<file path="src/rtl/cvc_pkg.sv">
// package: constants, formats and bus carrier for the voice codec
`default_nettype none

package cvc_pkg;

  // ************
  // timing
  // ************
  localparam int unsigned CLK_HZ   = 125_000_000;
  localparam int unsigned TICK_HZ  = 64_000;
  localparam int unsigned TICK_DIV = CLK_HZ / TICK_HZ;
  localparam int          TICK_W   = 11;
  localparam logic [TICK_W-1:0] TICK_LAST = TICK_W'(TICK_DIV - 1);

  // ************
  // delta modulation
  // ************
  localparam int          ACC_DECAY_SH  = 5;
  localparam int          STEP_DECAY_SH = 10;
  localparam int          HIST_LEN      = 4;
  localparam int          STEP_FRAC     = 10;
  localparam int          STEP_W        = 21;
  localparam int          STEP_IW       = STEP_W - STEP_FRAC;
  // step sizes kept with STEP_FRAC fraction bits: 10 and 1280
  localparam logic [STEP_W-1:0] STEP_MIN = 21'h002800;
  localparam logic [STEP_W-1:0] STEP_MAX = 21'h140000;
  localparam logic signed [15:0] ACC_MAX = 16'sh7fff;
  localparam logic signed [15:0] ACC_MIN = 16'sh8001;

  // ************
  // log pcm
  // ************
  localparam logic [2:0]  PCM_LAST   = 3'h7;
  localparam logic [15:0] MU_BIAS    = 16'h0084;
  localparam logic [15:0] MU_CLIP    = 16'h7f7b;
  localparam int          MU_MANT_SH = 3;
  localparam int          MU_SEG_LSB = 7;
  localparam int          A_IN_SH    = 3;
  localparam int          A_SEG_LSB  = 5;
  localparam logic [7:0]  A_XOR_POS  = 8'hd5;
  localparam logic [7:0]  A_XOR_NEG  = 8'h55;
  localparam logic [15:0] A_HALF     = 16'h0008;
  localparam logic [15:0] A_OFS      = 16'h0108;
  localparam logic [7:0]  A_SILENCE  = 8'hd5;
  localparam logic [7:0]  MU_SILENCE = 8'hff;

  // ************
  // register map
  // ************
  localparam int              ADDR_W    = 5;
  localparam logic [ADDR_W-1:0] REG_CTRL  = 5'h00;
  localparam logic [ADDR_W-1:0] REG_STAT  = 5'h04;
  localparam logic [ADDR_W-1:0] REG_ESTEP = 5'h08;
  localparam logic [ADDR_W-1:0] REG_EACC  = 5'h0c;
  localparam logic [ADDR_W-1:0] REG_DSMP  = 5'h10;
  localparam int              CTRL_AIR_LSB  = 0;
  localparam int              CTRL_LINE_LSB = 2;

  typedef enum logic [1:0] {CVC_AIR_CVSD, CVC_AIR_ALAW, CVC_AIR_MULAW} cvc_air_fmt_t;
  typedef enum logic [1:0] {CVC_LINE_LIN, CVC_LINE_ALAW, CVC_LINE_MULAW} cvc_line_fmt_t;

  typedef struct packed {
    logic              read;
    logic              write;
    logic [ADDR_W-1:0] address;
    logic [31:0]       writedata;
  } cvc_avs_req_t;

endpackage : cvc_pkg

`default_nettype wire

</file>
<file path="src/rtl/cvc_cvsd_step.sv">
// module: step size and accumulator update shared by encoder and decoder
`default_nettype none

module cvc_cvsd_step
  import cvc_pkg::*;
(
  // clock and reset
  input  wire logic                sys_clk_i,
  input  wire logic                rst_i,
  // control
  input  wire logic                clr_i,
  input  wire logic                tick_i,
  input  wire logic                bit_i,
  // state
  output logic signed [15:0]       pred_o,
  output logic signed [15:0]       acc_o,
  output logic [STEP_IW-1:0]       step_o,
  output logic                     ovl_o
);

  logic [HIST_LEN-1:0] hist_r;
  logic [HIST_LEN-1:0] hist_nxt;
  logic [STEP_W-1:0]   step_r;
  logic [STEP_W-1:0]   step_nxt;
  logic signed [15:0]  acc_r;
  logic signed [15:0]  acc_nxt;
  logic signed [17:0]  yhat;
  logic                ovl_nxt;
  logic                ovl_r;

  // ************
  // next state
  // ************
  always_comb begin
    hist_nxt = {hist_r[HIST_LEN-2:0], bit_i};
    ovl_nxt  = (&hist_nxt) | ~(|hist_nxt);
    if (ovl_nxt) begin
      step_nxt = step_r + STEP_MIN;
      if (step_nxt > STEP_MAX) step_nxt = STEP_MAX;
    end else begin
      step_nxt = step_r - (step_r >> STEP_DECAY_SH);
      if (step_nxt < STEP_MIN) step_nxt = STEP_MIN;
    end
    // bit 1 stands for a negative difference, so the step is subtracted
    if (bit_i) yhat = 18'(pred_o) - 18'(step_nxt[STEP_W-1:STEP_FRAC]);
    else       yhat = 18'(pred_o) + 18'(step_nxt[STEP_W-1:STEP_FRAC]);
    if (yhat > 18'(ACC_MAX))      acc_nxt = ACC_MAX;
    else if (yhat < 18'(ACC_MIN)) acc_nxt = ACC_MIN;
    else                          acc_nxt = yhat[15:0];
  end

  // ************
  // state registers
  // ************
  always_ff @(posedge sys_clk_i) begin
    if (rst_i || clr_i) begin
      hist_r <= '0;
      step_r <= STEP_MIN;
      acc_r  <= '0;
      ovl_r  <= 1'b0;
    end else if (tick_i) begin
      hist_r <= hist_nxt;
      step_r <= step_nxt;
      acc_r  <= acc_nxt;
      ovl_r  <= ovl_nxt;
    end
  end

  assign pred_o = acc_r - (acc_r >>> ACC_DECAY_SH);
  assign acc_o  = acc_r;
  assign step_o = step_r[STEP_W-1:STEP_FRAC];
  assign ovl_o  = ovl_r;

endmodule : cvc_cvsd_step

`default_nettype wire

</file>
<file path="src/rtl/cvc_voice_codec.sv">
// module: voice codec between linear or log PCM line samples and the 64 kb/s air stream
//
// Function
// - air stream runs at 64 kb/s as A-law, mu-law or delta modulation.
// - translate 8-bit codes between A-law and mu-law when line and air laws differ.
// - log PCM compression and expansion follow the standard companding tables.
// - encoder takes one 16-bit sample and emits one bit per 64 kHz tick.
// - output bit is 1 when sample minus prediction is negative, else 0.
// - prediction is accumulator times one minus one thirty-second.
// - overload flag set when the last four output bits are all equal.
// - step grows by 10 up to 1280 on overload, else decays to floor 10.
// - accumulator is prediction plus signed step, saturated to 16-bit signed.
// - bit, step and accumulator are the encoder state, updated in that order.
// - full scale of the 16-bit linear interface stands for 3 dBm0.
// - discarded voice packets are replaced by fill data, not a gap.
// - uncorrectable protected payload bits are passed on as received.
`default_nettype none

module cvc_voice_codec
  import cvc_pkg::*;
(
  // clock and reset
  input  wire logic                sys_clk_i,
  input  wire logic                rst_i,
  // register bus
  input  wire cvc_pkg::cvc_avs_req_t avs_req_i,
  output logic [31:0]              avs_readdata_o,
  output logic                     avs_waitrequest_o,
  // line side
  input  wire logic signed [15:0]  line_sample_i,
  output logic signed [15:0]       line_sample_o,
  output logic                     line_strobe_o,
  // air side
  output logic                     air_tx_bit_o,
  output logic                     air_tx_strobe_o,
  input  wire logic                air_rx_bit_i,
  input  wire logic                air_rx_lost_i
);

  // ************
  // companding functions
  // ************
  function automatic logic [7:0] mu_enc(input logic signed [15:0] s);
    logic [15:0] m;
    logic [2:0]  e;
    logic [3:0]  mant;
    m = s[15] ? 16'(-s) : 16'(s);
    if (m > MU_CLIP) m = MU_CLIP;
    m = m + MU_BIAS;
    e = 3'h0;
    for (int i = 1; i < 8; i++) begin
      if (m[i+MU_SEG_LSB]) e = 3'(i);
    end
    mant = 4'(m >> (4'(e) + 4'(MU_MANT_SH)));
    return ~{s[15], e, mant};
  endfunction : mu_enc

  function automatic logic signed [15:0] mu_dec(input logic [7:0] c);
    logic [7:0]  u;
    logic [15:0] t;
    u = ~c;
    t = ((16'(u[3:0]) << MU_MANT_SH) + MU_BIAS) << u[6:4];
    return u[7] ? 16'(MU_BIAS - t) : 16'(t - MU_BIAS);
  endfunction : mu_dec

  function automatic logic [7:0] a_enc(input logic signed [15:0] s);
    logic [15:0] p;
    logic [2:0]  seg;
    logic [3:0]  mant;
    p = 16'(s >>> A_IN_SH);
    if (s[15]) p = ~p;
    seg = 3'h0;
    for (int i = 0; i < 7; i++) begin
      if (p[i+A_SEG_LSB]) seg = 3'(i + 1);
    end
    if (seg < 3'h2) mant = 4'(p >> 1);
    else            mant = 4'(p >> seg);
    return {1'b0, seg, mant} ^ (s[15] ? A_XOR_NEG : A_XOR_POS);
  endfunction : a_enc

  function automatic logic signed [15:0] a_dec(input logic [7:0] c);
    logic [7:0]  a;
    logic [15:0] t;
    a = c ^ A_XOR_NEG;
    t = {8'h00, a[3:0], 4'h0};
    if (a[6:4] == 3'h0) t = t + A_HALF;
    else                t = (t + A_OFS) << (a[6:4] - 3'h1);
    return a[7] ? t : 16'(-t);
  endfunction : a_dec

  function automatic logic [7:0] law_enc(input logic mu, input logic signed [15:0] s);
    return mu ? mu_enc(s) : a_enc(s);
  endfunction : law_enc

  function automatic logic signed [15:0] law_dec(input logic mu, input logic [7:0] c);
    return mu ? mu_dec(c) : a_dec(c);
  endfunction : law_dec

  // ************
  // sample tick
  // ************
  logic [TICK_W-1:0] tick_cnt_r;
  logic              tick_r;

  always_ff @(posedge sys_clk_i) begin
    if (rst_i) begin
      tick_cnt_r <= '0;
      tick_r     <= 1'b0;
    end else if (tick_cnt_r == TICK_LAST) begin
      tick_cnt_r <= '0;
      tick_r     <= 1'b1;
    end else begin
      tick_cnt_r <= tick_cnt_r + 1'b1;
      tick_r     <= 1'b0;
    end
  end

  // ************
  // configuration
  // ************
  cvc_air_fmt_t  air_fmt_r;
  cvc_line_fmt_t line_fmt_r;
  logic          fmt_clr_r;
  logic          wait_r;
  logic          wr_take;
  logic [1:0]    wr_air;
  logic [1:0]    wr_line;
  logic          air_ok;
  logic          line_ok;

  assign wr_take = avs_req_i.write && !wait_r && (avs_req_i.address == REG_CTRL);
  assign wr_air  = avs_req_i.writedata[CTRL_AIR_LSB +: 2];
  assign wr_line = avs_req_i.writedata[CTRL_LINE_LSB +: 2];
  assign air_ok  = (wr_air != 2'h3);
  assign line_ok = (wr_line != 2'h3);

  // an unused code leaves that field as it was
  always_ff @(posedge sys_clk_i) begin
    if (rst_i) begin
      air_fmt_r  <= CVC_AIR_CVSD;
      line_fmt_r <= CVC_LINE_LIN;
    end else if (wr_take) begin
      if (air_ok)  air_fmt_r  <= cvc_air_fmt_t'(wr_air);
      if (line_ok) line_fmt_r <= cvc_line_fmt_t'(wr_line);
    end
  end

  always_ff @(posedge sys_clk_i) begin
    if (rst_i) begin
      fmt_clr_r <= 1'b0;
    end else begin
      fmt_clr_r <= wr_take && ((air_ok && (wr_air != air_fmt_r))
                   || (line_ok && (wr_line != line_fmt_r)));
    end
  end

  // ************
  // encoder and decoder state
  // ************
  logic               is_cvsd;
  logic               air_mu;
  logic               line_mu;
  logic               same_law;
  logic               cvsd_tick;
  logic signed [15:0] line_lin;
  logic signed [16:0] enc_diff;
  logic               enc_bit;
  logic signed [15:0] enc_pred;
  logic signed [15:0] enc_acc;
  logic [STEP_IW-1:0] enc_step;
  logic               enc_ovl;
  logic signed [15:0] dec_pred;
  logic               dec_ovl;
  logic               rx_bit;
  logic               fill_tgl_r;
  logic               fill_r;

  assign is_cvsd   = (air_fmt_r == CVC_AIR_CVSD);
  assign air_mu    = (air_fmt_r == CVC_AIR_MULAW);
  assign line_mu   = (line_fmt_r == CVC_LINE_MULAW);
  assign same_law  = (air_mu == line_mu);
  assign cvsd_tick = tick_r && is_cvsd;

  // full scale of line_lin corresponds to 3 dBm0; no gain is applied anywhere
  assign line_lin = (line_fmt_r == CVC_LINE_LIN) ? line_sample_i
                    : law_dec(line_mu, line_sample_i[7:0]);
  assign enc_diff = 17'(line_lin) - 17'(enc_pred);
  assign enc_bit  = enc_diff[16];

  cvc_cvsd_step u_enc_step (
    .sys_clk_i (sys_clk_i),
    .rst_i     (rst_i),
    .clr_i     (fmt_clr_r),
    .tick_i    (cvsd_tick),
    .bit_i     (enc_bit),
    .pred_o    (enc_pred),
    .acc_o     (enc_acc),
    .step_o    (enc_step),
    .ovl_o     (enc_ovl)
  );

  cvc_cvsd_step u_dec_step (
    .sys_clk_i (sys_clk_i),
    .rst_i     (rst_i),
    .clr_i     (fmt_clr_r),
    .tick_i    (cvsd_tick),
    .bit_i     (rx_bit),
    .pred_o    (dec_pred),
    .acc_o     (),
    .step_o    (),
    .ovl_o     (dec_ovl)
  );

  // ************
  // log pcm framing
  // ************
  logic [2:0]  pcm_cnt_r;
  logic [7:0]  tx_sh_r;
  logic [7:0]  rx_sh_r;
  logic [7:0]  tx_code;
  logic [7:0]  rx_byte;
  logic [7:0]  sil_code;
  logic signed [15:0] rx_lin;
  logic signed [15:0] rx_line;

  assign tx_code  = same_law && (line_fmt_r != CVC_LINE_LIN) ? line_sample_i[7:0]
                    : law_enc(air_mu, line_lin);
  assign sil_code = air_mu ? MU_SILENCE : A_SILENCE;

  // a lost packet is replaced by silence codes, or by an alternating bit
  // pattern that lets the delta decoder decay towards zero
  always_comb begin
    if (!air_rx_lost_i) rx_bit = air_rx_bit_i;
    else if (is_cvsd)   rx_bit = fill_tgl_r;
    else                rx_bit = sil_code[PCM_LAST - pcm_cnt_r];
  end

  assign rx_byte = {rx_sh_r[6:0], rx_bit};
  assign rx_lin  = law_dec(air_mu, rx_byte);
  assign rx_line = (line_fmt_r == CVC_LINE_LIN) ? rx_lin
                   : same_law ? {8'h00, rx_byte}
                   : {8'h00, law_enc(line_mu, rx_lin)};

  always_ff @(posedge sys_clk_i) begin
    if (rst_i || fmt_clr_r) begin
      pcm_cnt_r <= '0;
      tx_sh_r   <= '0;
      rx_sh_r   <= '0;
    end else if (tick_r && !is_cvsd) begin
      pcm_cnt_r <= pcm_cnt_r + 1'b1;
      rx_sh_r   <= rx_byte;
      if (pcm_cnt_r == '0) tx_sh_r <= {tx_code[6:0], 1'b0};
      else                 tx_sh_r <= tx_sh_r << 1;
    end
  end

  always_ff @(posedge sys_clk_i) begin
    if (rst_i || fmt_clr_r) begin
      fill_tgl_r <= 1'b0;
      fill_r     <= 1'b0;
    end else if (tick_r) begin
      fill_r <= air_rx_lost_i;
      if (air_rx_lost_i) fill_tgl_r <= ~fill_tgl_r;
    end
  end

  // ************
  // air and line outputs
  // ************
  always_ff @(posedge sys_clk_i) begin
    if (rst_i) begin
      air_tx_bit_o    <= 1'b0;
      air_tx_strobe_o <= 1'b0;
    end else begin
      air_tx_strobe_o <= tick_r;
      if (tick_r) begin
        if (is_cvsd)              air_tx_bit_o <= enc_bit;
        else if (pcm_cnt_r == '0) air_tx_bit_o <= tx_code[7];
        else                      air_tx_bit_o <= tx_sh_r[7];
      end
    end
  end

  // pcm output is held for the eight ticks of one code
  always_ff @(posedge sys_clk_i) begin
    if (rst_i) begin
      line_sample_o <= '0;
      line_strobe_o <= 1'b0;
    end else begin
      line_strobe_o <= tick_r;
      if (cvsd_tick) line_sample_o <= dec_pred;
      else if (tick_r && (pcm_cnt_r == PCM_LAST)) line_sample_o <= rx_line;
    end
  end

  // ************
  // register bus
  // ************
  logic [31:0] rd_mux;

  always_comb begin
    case (avs_req_i.address)
      REG_CTRL:  rd_mux = {28'h0, 2'(line_fmt_r), 2'(air_fmt_r)};
      REG_STAT:  rd_mux = {29'h0, fill_r, dec_ovl, enc_ovl};
      REG_ESTEP: rd_mux = {21'h0, enc_step};
      REG_EACC:  rd_mux = {{16{enc_acc[15]}}, enc_acc};
      REG_DSMP:  rd_mux = {{16{dec_pred[15]}}, dec_pred};
      default:   rd_mux = 32'h0;
    endcase
  end

  // every access waits exactly one cycle; read data is captured meanwhile
  always_ff @(posedge sys_clk_i) begin
    if (rst_i) begin
      wait_r         <= 1'b1;
      avs_readdata_o <= '0;
    end else if ((avs_req_i.read || avs_req_i.write) && wait_r) begin
      wait_r         <= 1'b0;
      avs_readdata_o <= avs_req_i.read ? rd_mux : 32'h0;
    end else begin
      wait_r <= 1'b1;
    end
  end

  assign avs_waitrequest_o = wait_r;

endmodule : cvc_voice_codec

`default_nettype wire

</file>
<file path="config.mk">
export PLATFORM = sky130hd
export DESIGN_NAME = cvc_voice_codec
export DESIGN_NICKNAME = d
export VERILOG_FILES = /design/src/rtl/cvc_pkg.sv /design/src/rtl/cvc_cvsd_step.sv /design/src/rtl/cvc_voice_codec.sv
export SDC_FILE = /design/constraint.sdc
export NUM_CORES = 1
export LEC_CHECK = 0
export BUFFER_PORTS_ARGS = -buffer_cell sky130_fd_sc_hd__buf_4
export CAP_MARGIN = 20
export CORE_UTILIZATION = 29
export DETAILED_ROUTE_END_ITERATION = 16
export SLEW_MARGIN = 40
export SYNTH_ARGS = -nofsm -noshare
export SYNTH_HDL_FRONTEND = slang
export SYNTH_SLANG_ARGS = --single-unit
</file>
<file path="constraint.sdc">
create_clock -name sys_clk_i -period 23.1 [get_ports sys_clk_i]
set_input_delay 6.93 -clock sys_clk_i [delete_from_list [all_inputs] [get_ports sys_clk_i]]
set_output_delay 6.93 -clock sys_clk_i [all_outputs]
set_load 0.02 [all_outputs]
</file>
### Yosys cells after proc, flatten, opt, wreduce, memory -nomap -nowiden

Index checks and enable logic that the tools add are counted.

| cells by class | value |
|---|---|
| divide/modulo/power cells | 0 |
| magnitude comparators | 13 |
| multiply operators | 0 |
| equality and inequality tests | 13 |
| add/subtract/negate cells | 34 |
| shifts and indexed selects | 8 |
| reduce and logical (&&, ||, !) cells | 31 |
| muxes and demuxes | 78 |
| bitwise operators | 15 |

Operators by type and width:

| cell | number |
|---|---|
| $mux 16 | 22 |
| $pmux 32 s5 | 1 |
| $mux 21 | 6 |
| $mux 3 | 24 |
| $neg 16->16 | 4 |
| $mux 8 | 7 |
| $add 21x14->21 const B | 2 |
| $gt 21x21->1 const B | 2 |
| $lt 21x14->1 const B | 2 |
| $sub 21x11->21 | 2 |
| $gt 18x16->1 const B | 2 |
| $lt 18x16->1 const B | 2 |
| $mux 18 | 2 |
| $add 16x12->17 | 2 |
| $sub 16x12->17 | 2 |
| $add 16x8->16 const B | 2 |
| $gt 16x15->1 const B | 2 |
| $mux 32 | 1 |
| $not 16->16 | 2 |
| $not 8->8 | 4 |
| $shl 10x3->16 | 2 |
| $shl 9x3->16 | 2 |
| $shr 16x3->4 | 2 |
| $shr 16x4->4 | 2 |
| 42 further kinds | 91 |

| word-level totals | value |
|---|---|
| ROM bits | 0 |
| register bits | 170 |
| RAM bits | 0 |
| bits in latches | 0 |
| memories | 0 |
| input bits | 59 |
| word-level logic and storage cells | 215 |
| output and inout port bits | 52 |

### Longest topological paths before layout

| depth | value |
|---|---|
| depth in word-level cells | 33 |
| gate-level depth with buffers | 53 |
| gate-level depth less buffers | 50 |

### Modules after synthesis

Synthesis repeated with hierarchy kept, for this count alone.

| second synthesis, totals | value |
|---|---|
| cells, all modules | 3017 |
| area, all modules | 22072.4 µm² |

By module, submodules not included:

| module | seq. area each (µm²) | instances | area each (µm²) | cells an instance |
|---|---|---|---|---|
| cvc_voice_codec | 1421.4 | 1 | 11551.1 | 1691 |
| cvc_cvsd_step (u_enc_step) | 820.8 | 1 | 5377.7 | 667 |
| cvc_cvsd_step (u_dec_step) | 820.8 | 1 | 5143.7 | 659 |

### Worst setup path after synthesis

OpenSTA, ideal clock, no wires.

| timing path | value |
|---|---|
| path kind | input to register |
| start | in line_sample_i[4] |
| end | reg u_enc_step.acc_r[13], in the netlist u_enc_step.acc_o[13] |
| stages on the path | 52 |
| path slack | 6954 ps |
| arrival | 16050 ps |
| data required time | 23005 ps |
| buffers on the path | 5 |
| library setup time | 95 ps |
| cells stage by stage | buf_6 inv_1 buf_2 ha_1 clkbuf_1 or2_2 o22a_1 and2_1 ha_1 o21ai_0 o41ai_1 mux2i_1 a311oi_1 nand2_1 inv_2 ha_1 a21o_1 a21o_1 (+16 left out) a21oi_1 nor2_1 nor2_1 o21ai_0 a21oi_1 o21ai_0 a21oi_1 nor2b_1 o21a_1 o41a_1 a21o_1 a21oi_1 o21ai_0 xor2_1 xnor2_2 clkbuf_1 o21ai_0 a221oi_1 |

| on the way | value |
|---|---|
| cells in the longest elaborated chain, start to end | 18 |
| elaborated cells between the ends (all ways) | 27 |
| classes of those cells | 7 x add/sub; 2 x order compare; 2 x shift; 9 x mux; 4 x bitwise; 3 x reduce/logical |

Ends and longest elaborated chain:

| what | line | text |
|---|---|---|
| start, declared | cvc_voice_codec.sv:30 | `input wire logic signed [15:0] line_sample_i,` |
| $not 4->4 (no source line) | - |  |
| $sub 3x1->3 | cvc_voice_codec.sv:87 | `else t = (t + A_OFS) << (a[6:4] - 3'h1);` |
| $shl 10x3->16 | cvc_voice_codec.sv:87 |  |
| $mux 16 | cvc_voice_codec.sv:86 | `if (a[6:4] == 3'h0) t = t + A_HALF;` |
| $neg 16->16 | cvc_voice_codec.sv:88 | `return a[7] ? t : 16'(-t);` |
| $mux 16 | cvc_voice_codec.sv:88 |  |
| $mux 16 | cvc_voice_codec.sv:96 | `return mu ? mu_dec(c) : a_dec(c);` |
| $mux 16 * | cvc_voice_codec.sv:185 | `assign line_lin = (line_fmt_r == CVC_LINE_LIN) ? line_sample_i` |
| (+2 left out) | - |  |
| $not 1->1 | cvc_cvsd_step.sv:36 | `ovl_nxt = (&hist_nxt) \| ~(\|hist_nxt);` |
| $or 1x1->1 | cvc_cvsd_step.sv:36 |  |
| $mux 21 | cvc_cvsd_step.sv:37 | `if (ovl_nxt) begin` |
| $add 16x12->17 or $sub 16x12->17 (tied branches) | cvc_cvsd_step.sv:46, cvc_cvsd_step.sv:45 |  |
| $mux 18 * | cvc_cvsd_step.sv:45 | `if (bit_i) yhat = 18'(pred_o) - 18'(step_nxt[STEP_W-1:STEP_FRAC]);` |
| $lt 18x16->1 | cvc_cvsd_step.sv:48 | `else if (yhat < 18'(ACC_MIN)) acc_nxt = ACC_MIN;` |
| $mux 16 | cvc_cvsd_step.sv:48 |  |
| $mux 16 * | cvc_cvsd_step.sv:47 | `if (yhat > 18'(ACC_MAX)) acc_nxt = ACC_MAX;` |
| end signal, assigned | cvc_cvsd_step.sv:64 | `acc_r <= acc_nxt;` |
| end, declared | cvc_cvsd_step.sv:25 | `logic signed [15:0] acc_r;` |

Mark *: on every way between the ends. The rest lies on a longest branch, timed or not.
A chain may end at the register's enable or synchronous reset.

### Final worst setup path

| timing path | value |
|---|---|
| start | in line_sample_i[4] |
| end | reg u_enc_step.acc_r[12], in the netlist u_enc_step.acc_o[12] |

Same word-level chain as after synthesis.

==> insert_results.sql <==
INSERT INTO impl_metrics (metric_group, metric, value, unit) VALUES
('power_and_ir_drop', 'internal_power', '522', 'uW'),
('clocking', 'cts-buffers-inserted', '17', ''),
('floorplan', 'placement_rows', '97', ''),
('worst_setup_path', 'cp-end-kind', 'register', ''),
('clocking', 'cts_htree_levels', '4', ''),
('clocking', 'worst_setup_hold_path_clk_slew', '70', 'ps'),
('min_path', 'hold_path.class', 'register to register', ''),
('drt', 'detailedRoute.firstPassIterationCount', '7', ''),
('drt', 'average_detailed_routed_wire_length_per_instance', '18.2', 'um'),
('place', 'hpwl', '51100', 'um'),
('sta', 'maximum_frequency_from_static_timing_analysis', '53.9', 'MHz'),
('power_and_ir_drop', 'power_density_cells', '34.9', 'nW/um^2'),
('sta', 'drv_slew', '0', ''),
('cells_and_area', 'most-common-layout-cells', 'sky130_fd_sc_hd__nor2_1, sky130_fd_sc_hd__nand2_1, sky130_fd_sc_hd__a21oi_1, sky130_fd_sc_hd__o21ai_0, sky130_fd_sc_hd__inv_1', ''),
('drt', 'drc', '0', ''),
('sta', 'finalSetupViolCount', '0', ''),
('worst_setup_path', 'critical_path.endpoint', 'u_enc_step.acc_o[12]', ''),
('global_route', 'grt_pass1_wl', '109000', 'um'),
('floorplan', 'design.portCount', '111', ''),
('cells_and_area', 'nFillCells', '7542', ''),
('floorplan', 'chipHeight', '268', 'um'),
('floorplan', 'chipWidth', '268', 'um'),
('worst_setup_path', 'worst_path_largest_cell_delay', '870', 'ps'),
('power_and_ir_drop', 'logic_pwr_share', '24.7', '%'),
('yosys', 'syn_area', '20500', 'sq um'),
('clocking', 'clock_tree_from_tritoncts', 'yes', ''),
('clocking', 'hold_buffers', '0', ''),
('place', 'finalWeightedCongestion', '0.936', ''),
('clocking', 'post_cts.repair.setup_buffers', '0', ''),
('yosys', 'synthesis.area_per_instance', '7.17', 'sq um'),
('cells_and_area', 'final-seq-area', '3060', 'sq um'),
('cells_and_area', 'final_common_cell', 'sky130_fd_sc_hd__nor2_1', ''),
('clocking', 'clock_insertion_delay_at_the_later_pin_of_the_skew_report', '470', 'ps'),
('worst_setup_path', 'worst_path_most_repeated_cell', 'sky130_fd_sc_hd__a21oi_1', ''),
('yosys', 'yosys_reg_bits', '153', ''),
('worst_setup_path', 'regToRegSetupSlack', '12670', 'ps'),
('worst_setup_path', 'critPathRequiredTime', '23460', 'ps'),
('drt', 'drt_iter0_markers', '2220', ''),
('yosys', 'synth_async_sr_flop_share', '0', '%'),
('cells_and_area', 'syn_to_final_growth', '8.63', '%'),
('power_and_ir_drop', 'power_switching', '257', 'uW'),
('yosys', 'synthesis.instances', '2867', ''),
('drt', 'antenna_violation_net_count_after_detailed_routing', '0', ''),
('yosys', 'synth_ff_type', 'sky130_fd_sc_hd__dfxtp_1', ''),
('yosys', 'synth_enable_flop_cells', '0', ''),
('sta', 'actual_slew_at_the_worst_max_slew_pin', '817', 'ps'),
('worst_setup_path', 'critical_path.reg2reg.startpoint', 'u_enc_step.acc_o[6]', ''),
('sta', 'maxSlewHeadroom', '45.0', '%'),
('outcome', 'run_status', 'completed', ''),
('drt', 'detail_route.wirelength', '68400', 'um'),
('power_and_ir_drop', 'sw_ratio', '33.0', '%'),
('power_and_ir_drop', 'power_leakage', '8.51', 'nW'),
('floorplan', 'placeableCoreArea', '70000', 'sq um'),
('worst_setup_path', 'critical_path_class', 'primary input to register', ''),
('sta', 'fin_setup_tns', '0', 'ps'),
('yosys', 'seq_area_frac_synth', '14.9', '%'),
('place', 'buffer_ports.inserted', '82', ''),
('global_route', 'antenna_found_initial', '0', ''),
('drt', 'route.detailed.vias_per_inst', '5.69', ''),
('power_and_ir_drop', 'vdd_drop_max', '50.1', 'uV'),
('sta', 'fin_worst_skew', '13.7', 'ps'),
('clocking', 'post_cts_resized', '0', ''),
('clocking', 'clock_tree.buffer_depth', '2', ''),
('cells_and_area', 'multi_input_comb_area', '15900', 'sq um'),
('worst_setup_path', 'arrival', '18920', 'ps'),
('worst_setup_path', 'worst_setup_path_startpoint', 'line_sample_i[4]', ''),
('worst_setup_path', 'kind_of_start_point_of_the_critical_path', 'primary input', ''),
('yosys', 'number_of_distinct_library_cells_after_synthesis', '133', ''),
('sta', 'period_utilization', '80.3', '%'),
('sta', 'rsz0062_at_grt', 'no', ''),
('floorplan', 'effective_utilization_at_floorplan', '29.3', '%');
-- power groups by stage --
stage	logic (mW)	clock network, mW	registers [mW]
2_1_floorplan	0.146	0	0.271
3_3_place_gp	0.188	0	0.271
3_5_place_dp	0.188	0	0.271
4_1_cts	0.189	0.327	0.265
5_1_grt	0.212	0.337	0.265
6_report	0.193	0.322	0.265
-- metrics by stage --
| stage | hold WS, ps | utilization (%) | std cells | instance area [sq um] | setup WS [ps] |
|---|---|---|---|---|---|
| floorplan | 430 | - | 2867 | 20500 | 6950 |
| finish | 465 | 31.9 | 3762 | 22300 | 4550 |
| CTS | 461 | 31.9 | 3762 | 22300 | 4920 |
| global placement | 446 | 30.9 | 3730 | 21600 | 4180 |
| global route | 500 | 31.9 | 3762 | 22300 | 3560 |
| detailed placement | 452 | 30.9 | 3730 | 21700 | 4490 |
-- critical path, delay by kind of cell --
kind / cells / cell delay (ps)
mux: 2 / 730
compound gates: 25 / 5580
fa+ha+maj: 5 / 1980
xor+xnor: 3 / 940
simple gates: 9 / 1380
buf+inv: 4 / 1360
-- layer usage --
metal,vias up,routed length [um],global-route usage (%)
li1,10500,-,-
met1,10100,32600,26.9
met2,778,30800,29.8
met3,81,4010,1.89
met4,0,1010,4.12
met5,-,0,0
-- Yosys cell counts (all sizes together) (10+ instances only) --
cell type	count	area (sq um)
dfxtp	153	3060
nand3	80	413
nor2	270	1020
a221oi	42	392
a21o	34	258
o21bai	15	113
a22oi	26	195
mux2i	42	420
a211oi	55	465
and3	28	175
xor2	60	533
xnor2	124	1100
or4	20	158
o21a	28	210
or2	25	156
nand2b	33	206
mux2	18	210
o22ai	15	106
a311oi	15	150
nor4	24	156
a31oi	43	312
inv	169	634
ha	131	1640
o41ai	11	104
o311ai	10	113
a21boi	17	128
o221ai	14	141
o21ai	183	942
nor3	89	477
o211ai	38	304
a41oi	10	110
nand2	255	965
o31ai	31	258
a2111oi	14	143
a21oi	242	1240
and2	31	194
clkbuf	101	379
a211o	14	123
nor2b	44	275
nand4	29	181
or3	31	199
buf	93	611
-- flip-flops by register name, indices dropped and copies added, names as in the netlist, 7 cells and up --
signal,count
u_enc_step.step_r,21
avs_readdata_o,16
tx_sh_r,7
tick_cnt_r,11
u_dec_step.acc_o,16
u_enc_step.acc_o,16
line_sample_o,16
rx_sh_r,7
u_dec_step.step_r,21
-- logic make-up (layout without fill, tap and decap cells) --
family          Yosys count  in the layout  share of synthesized area, %
flops                   153            153                          14.9
buf+inv                 367            322                          7.98
compound gates          960            960                          33.1
mux                      60             60                          3.07
simple gates           1006           1006                          24.4
xor+xnor                184            184                          7.95
fa+ha+maj               137            137                          8.56
-- worst min-delay path by stage --
stage          depth (start not counted)                  start               endpoint
2_1_floorplan                          1          tick_cnt_r[0]          tick_cnt_r[0]
3_5_place_dp                           1          tick_cnt_r[0]          tick_cnt_r[0]
5_1_grt                                2  u_enc_step.step_r[20]  u_enc_step.step_r[20]
4_1_cts                                2       line_sample_o[5]       line_sample_o[5]
6_report                               2   u_dec_step.acc_o[15]   u_dec_step.acc_o[15]
3_3_place_gp                           2   u_dec_step.acc_o[15]   u_dec_step.acc_o[15]
-- area by class of cell --
cell class / instances / area share, %
inverter: 173 / 2.91
timing repair buffer: 117 / 3.95
tap: 940 / 5.27
multi-input combinational: 2347 / 71.2
clock inverter: 13 / 0.919
sequential: 153 / 13.7
clock buffer: 19 / 1.98
(Power assumes the default switching activity.)
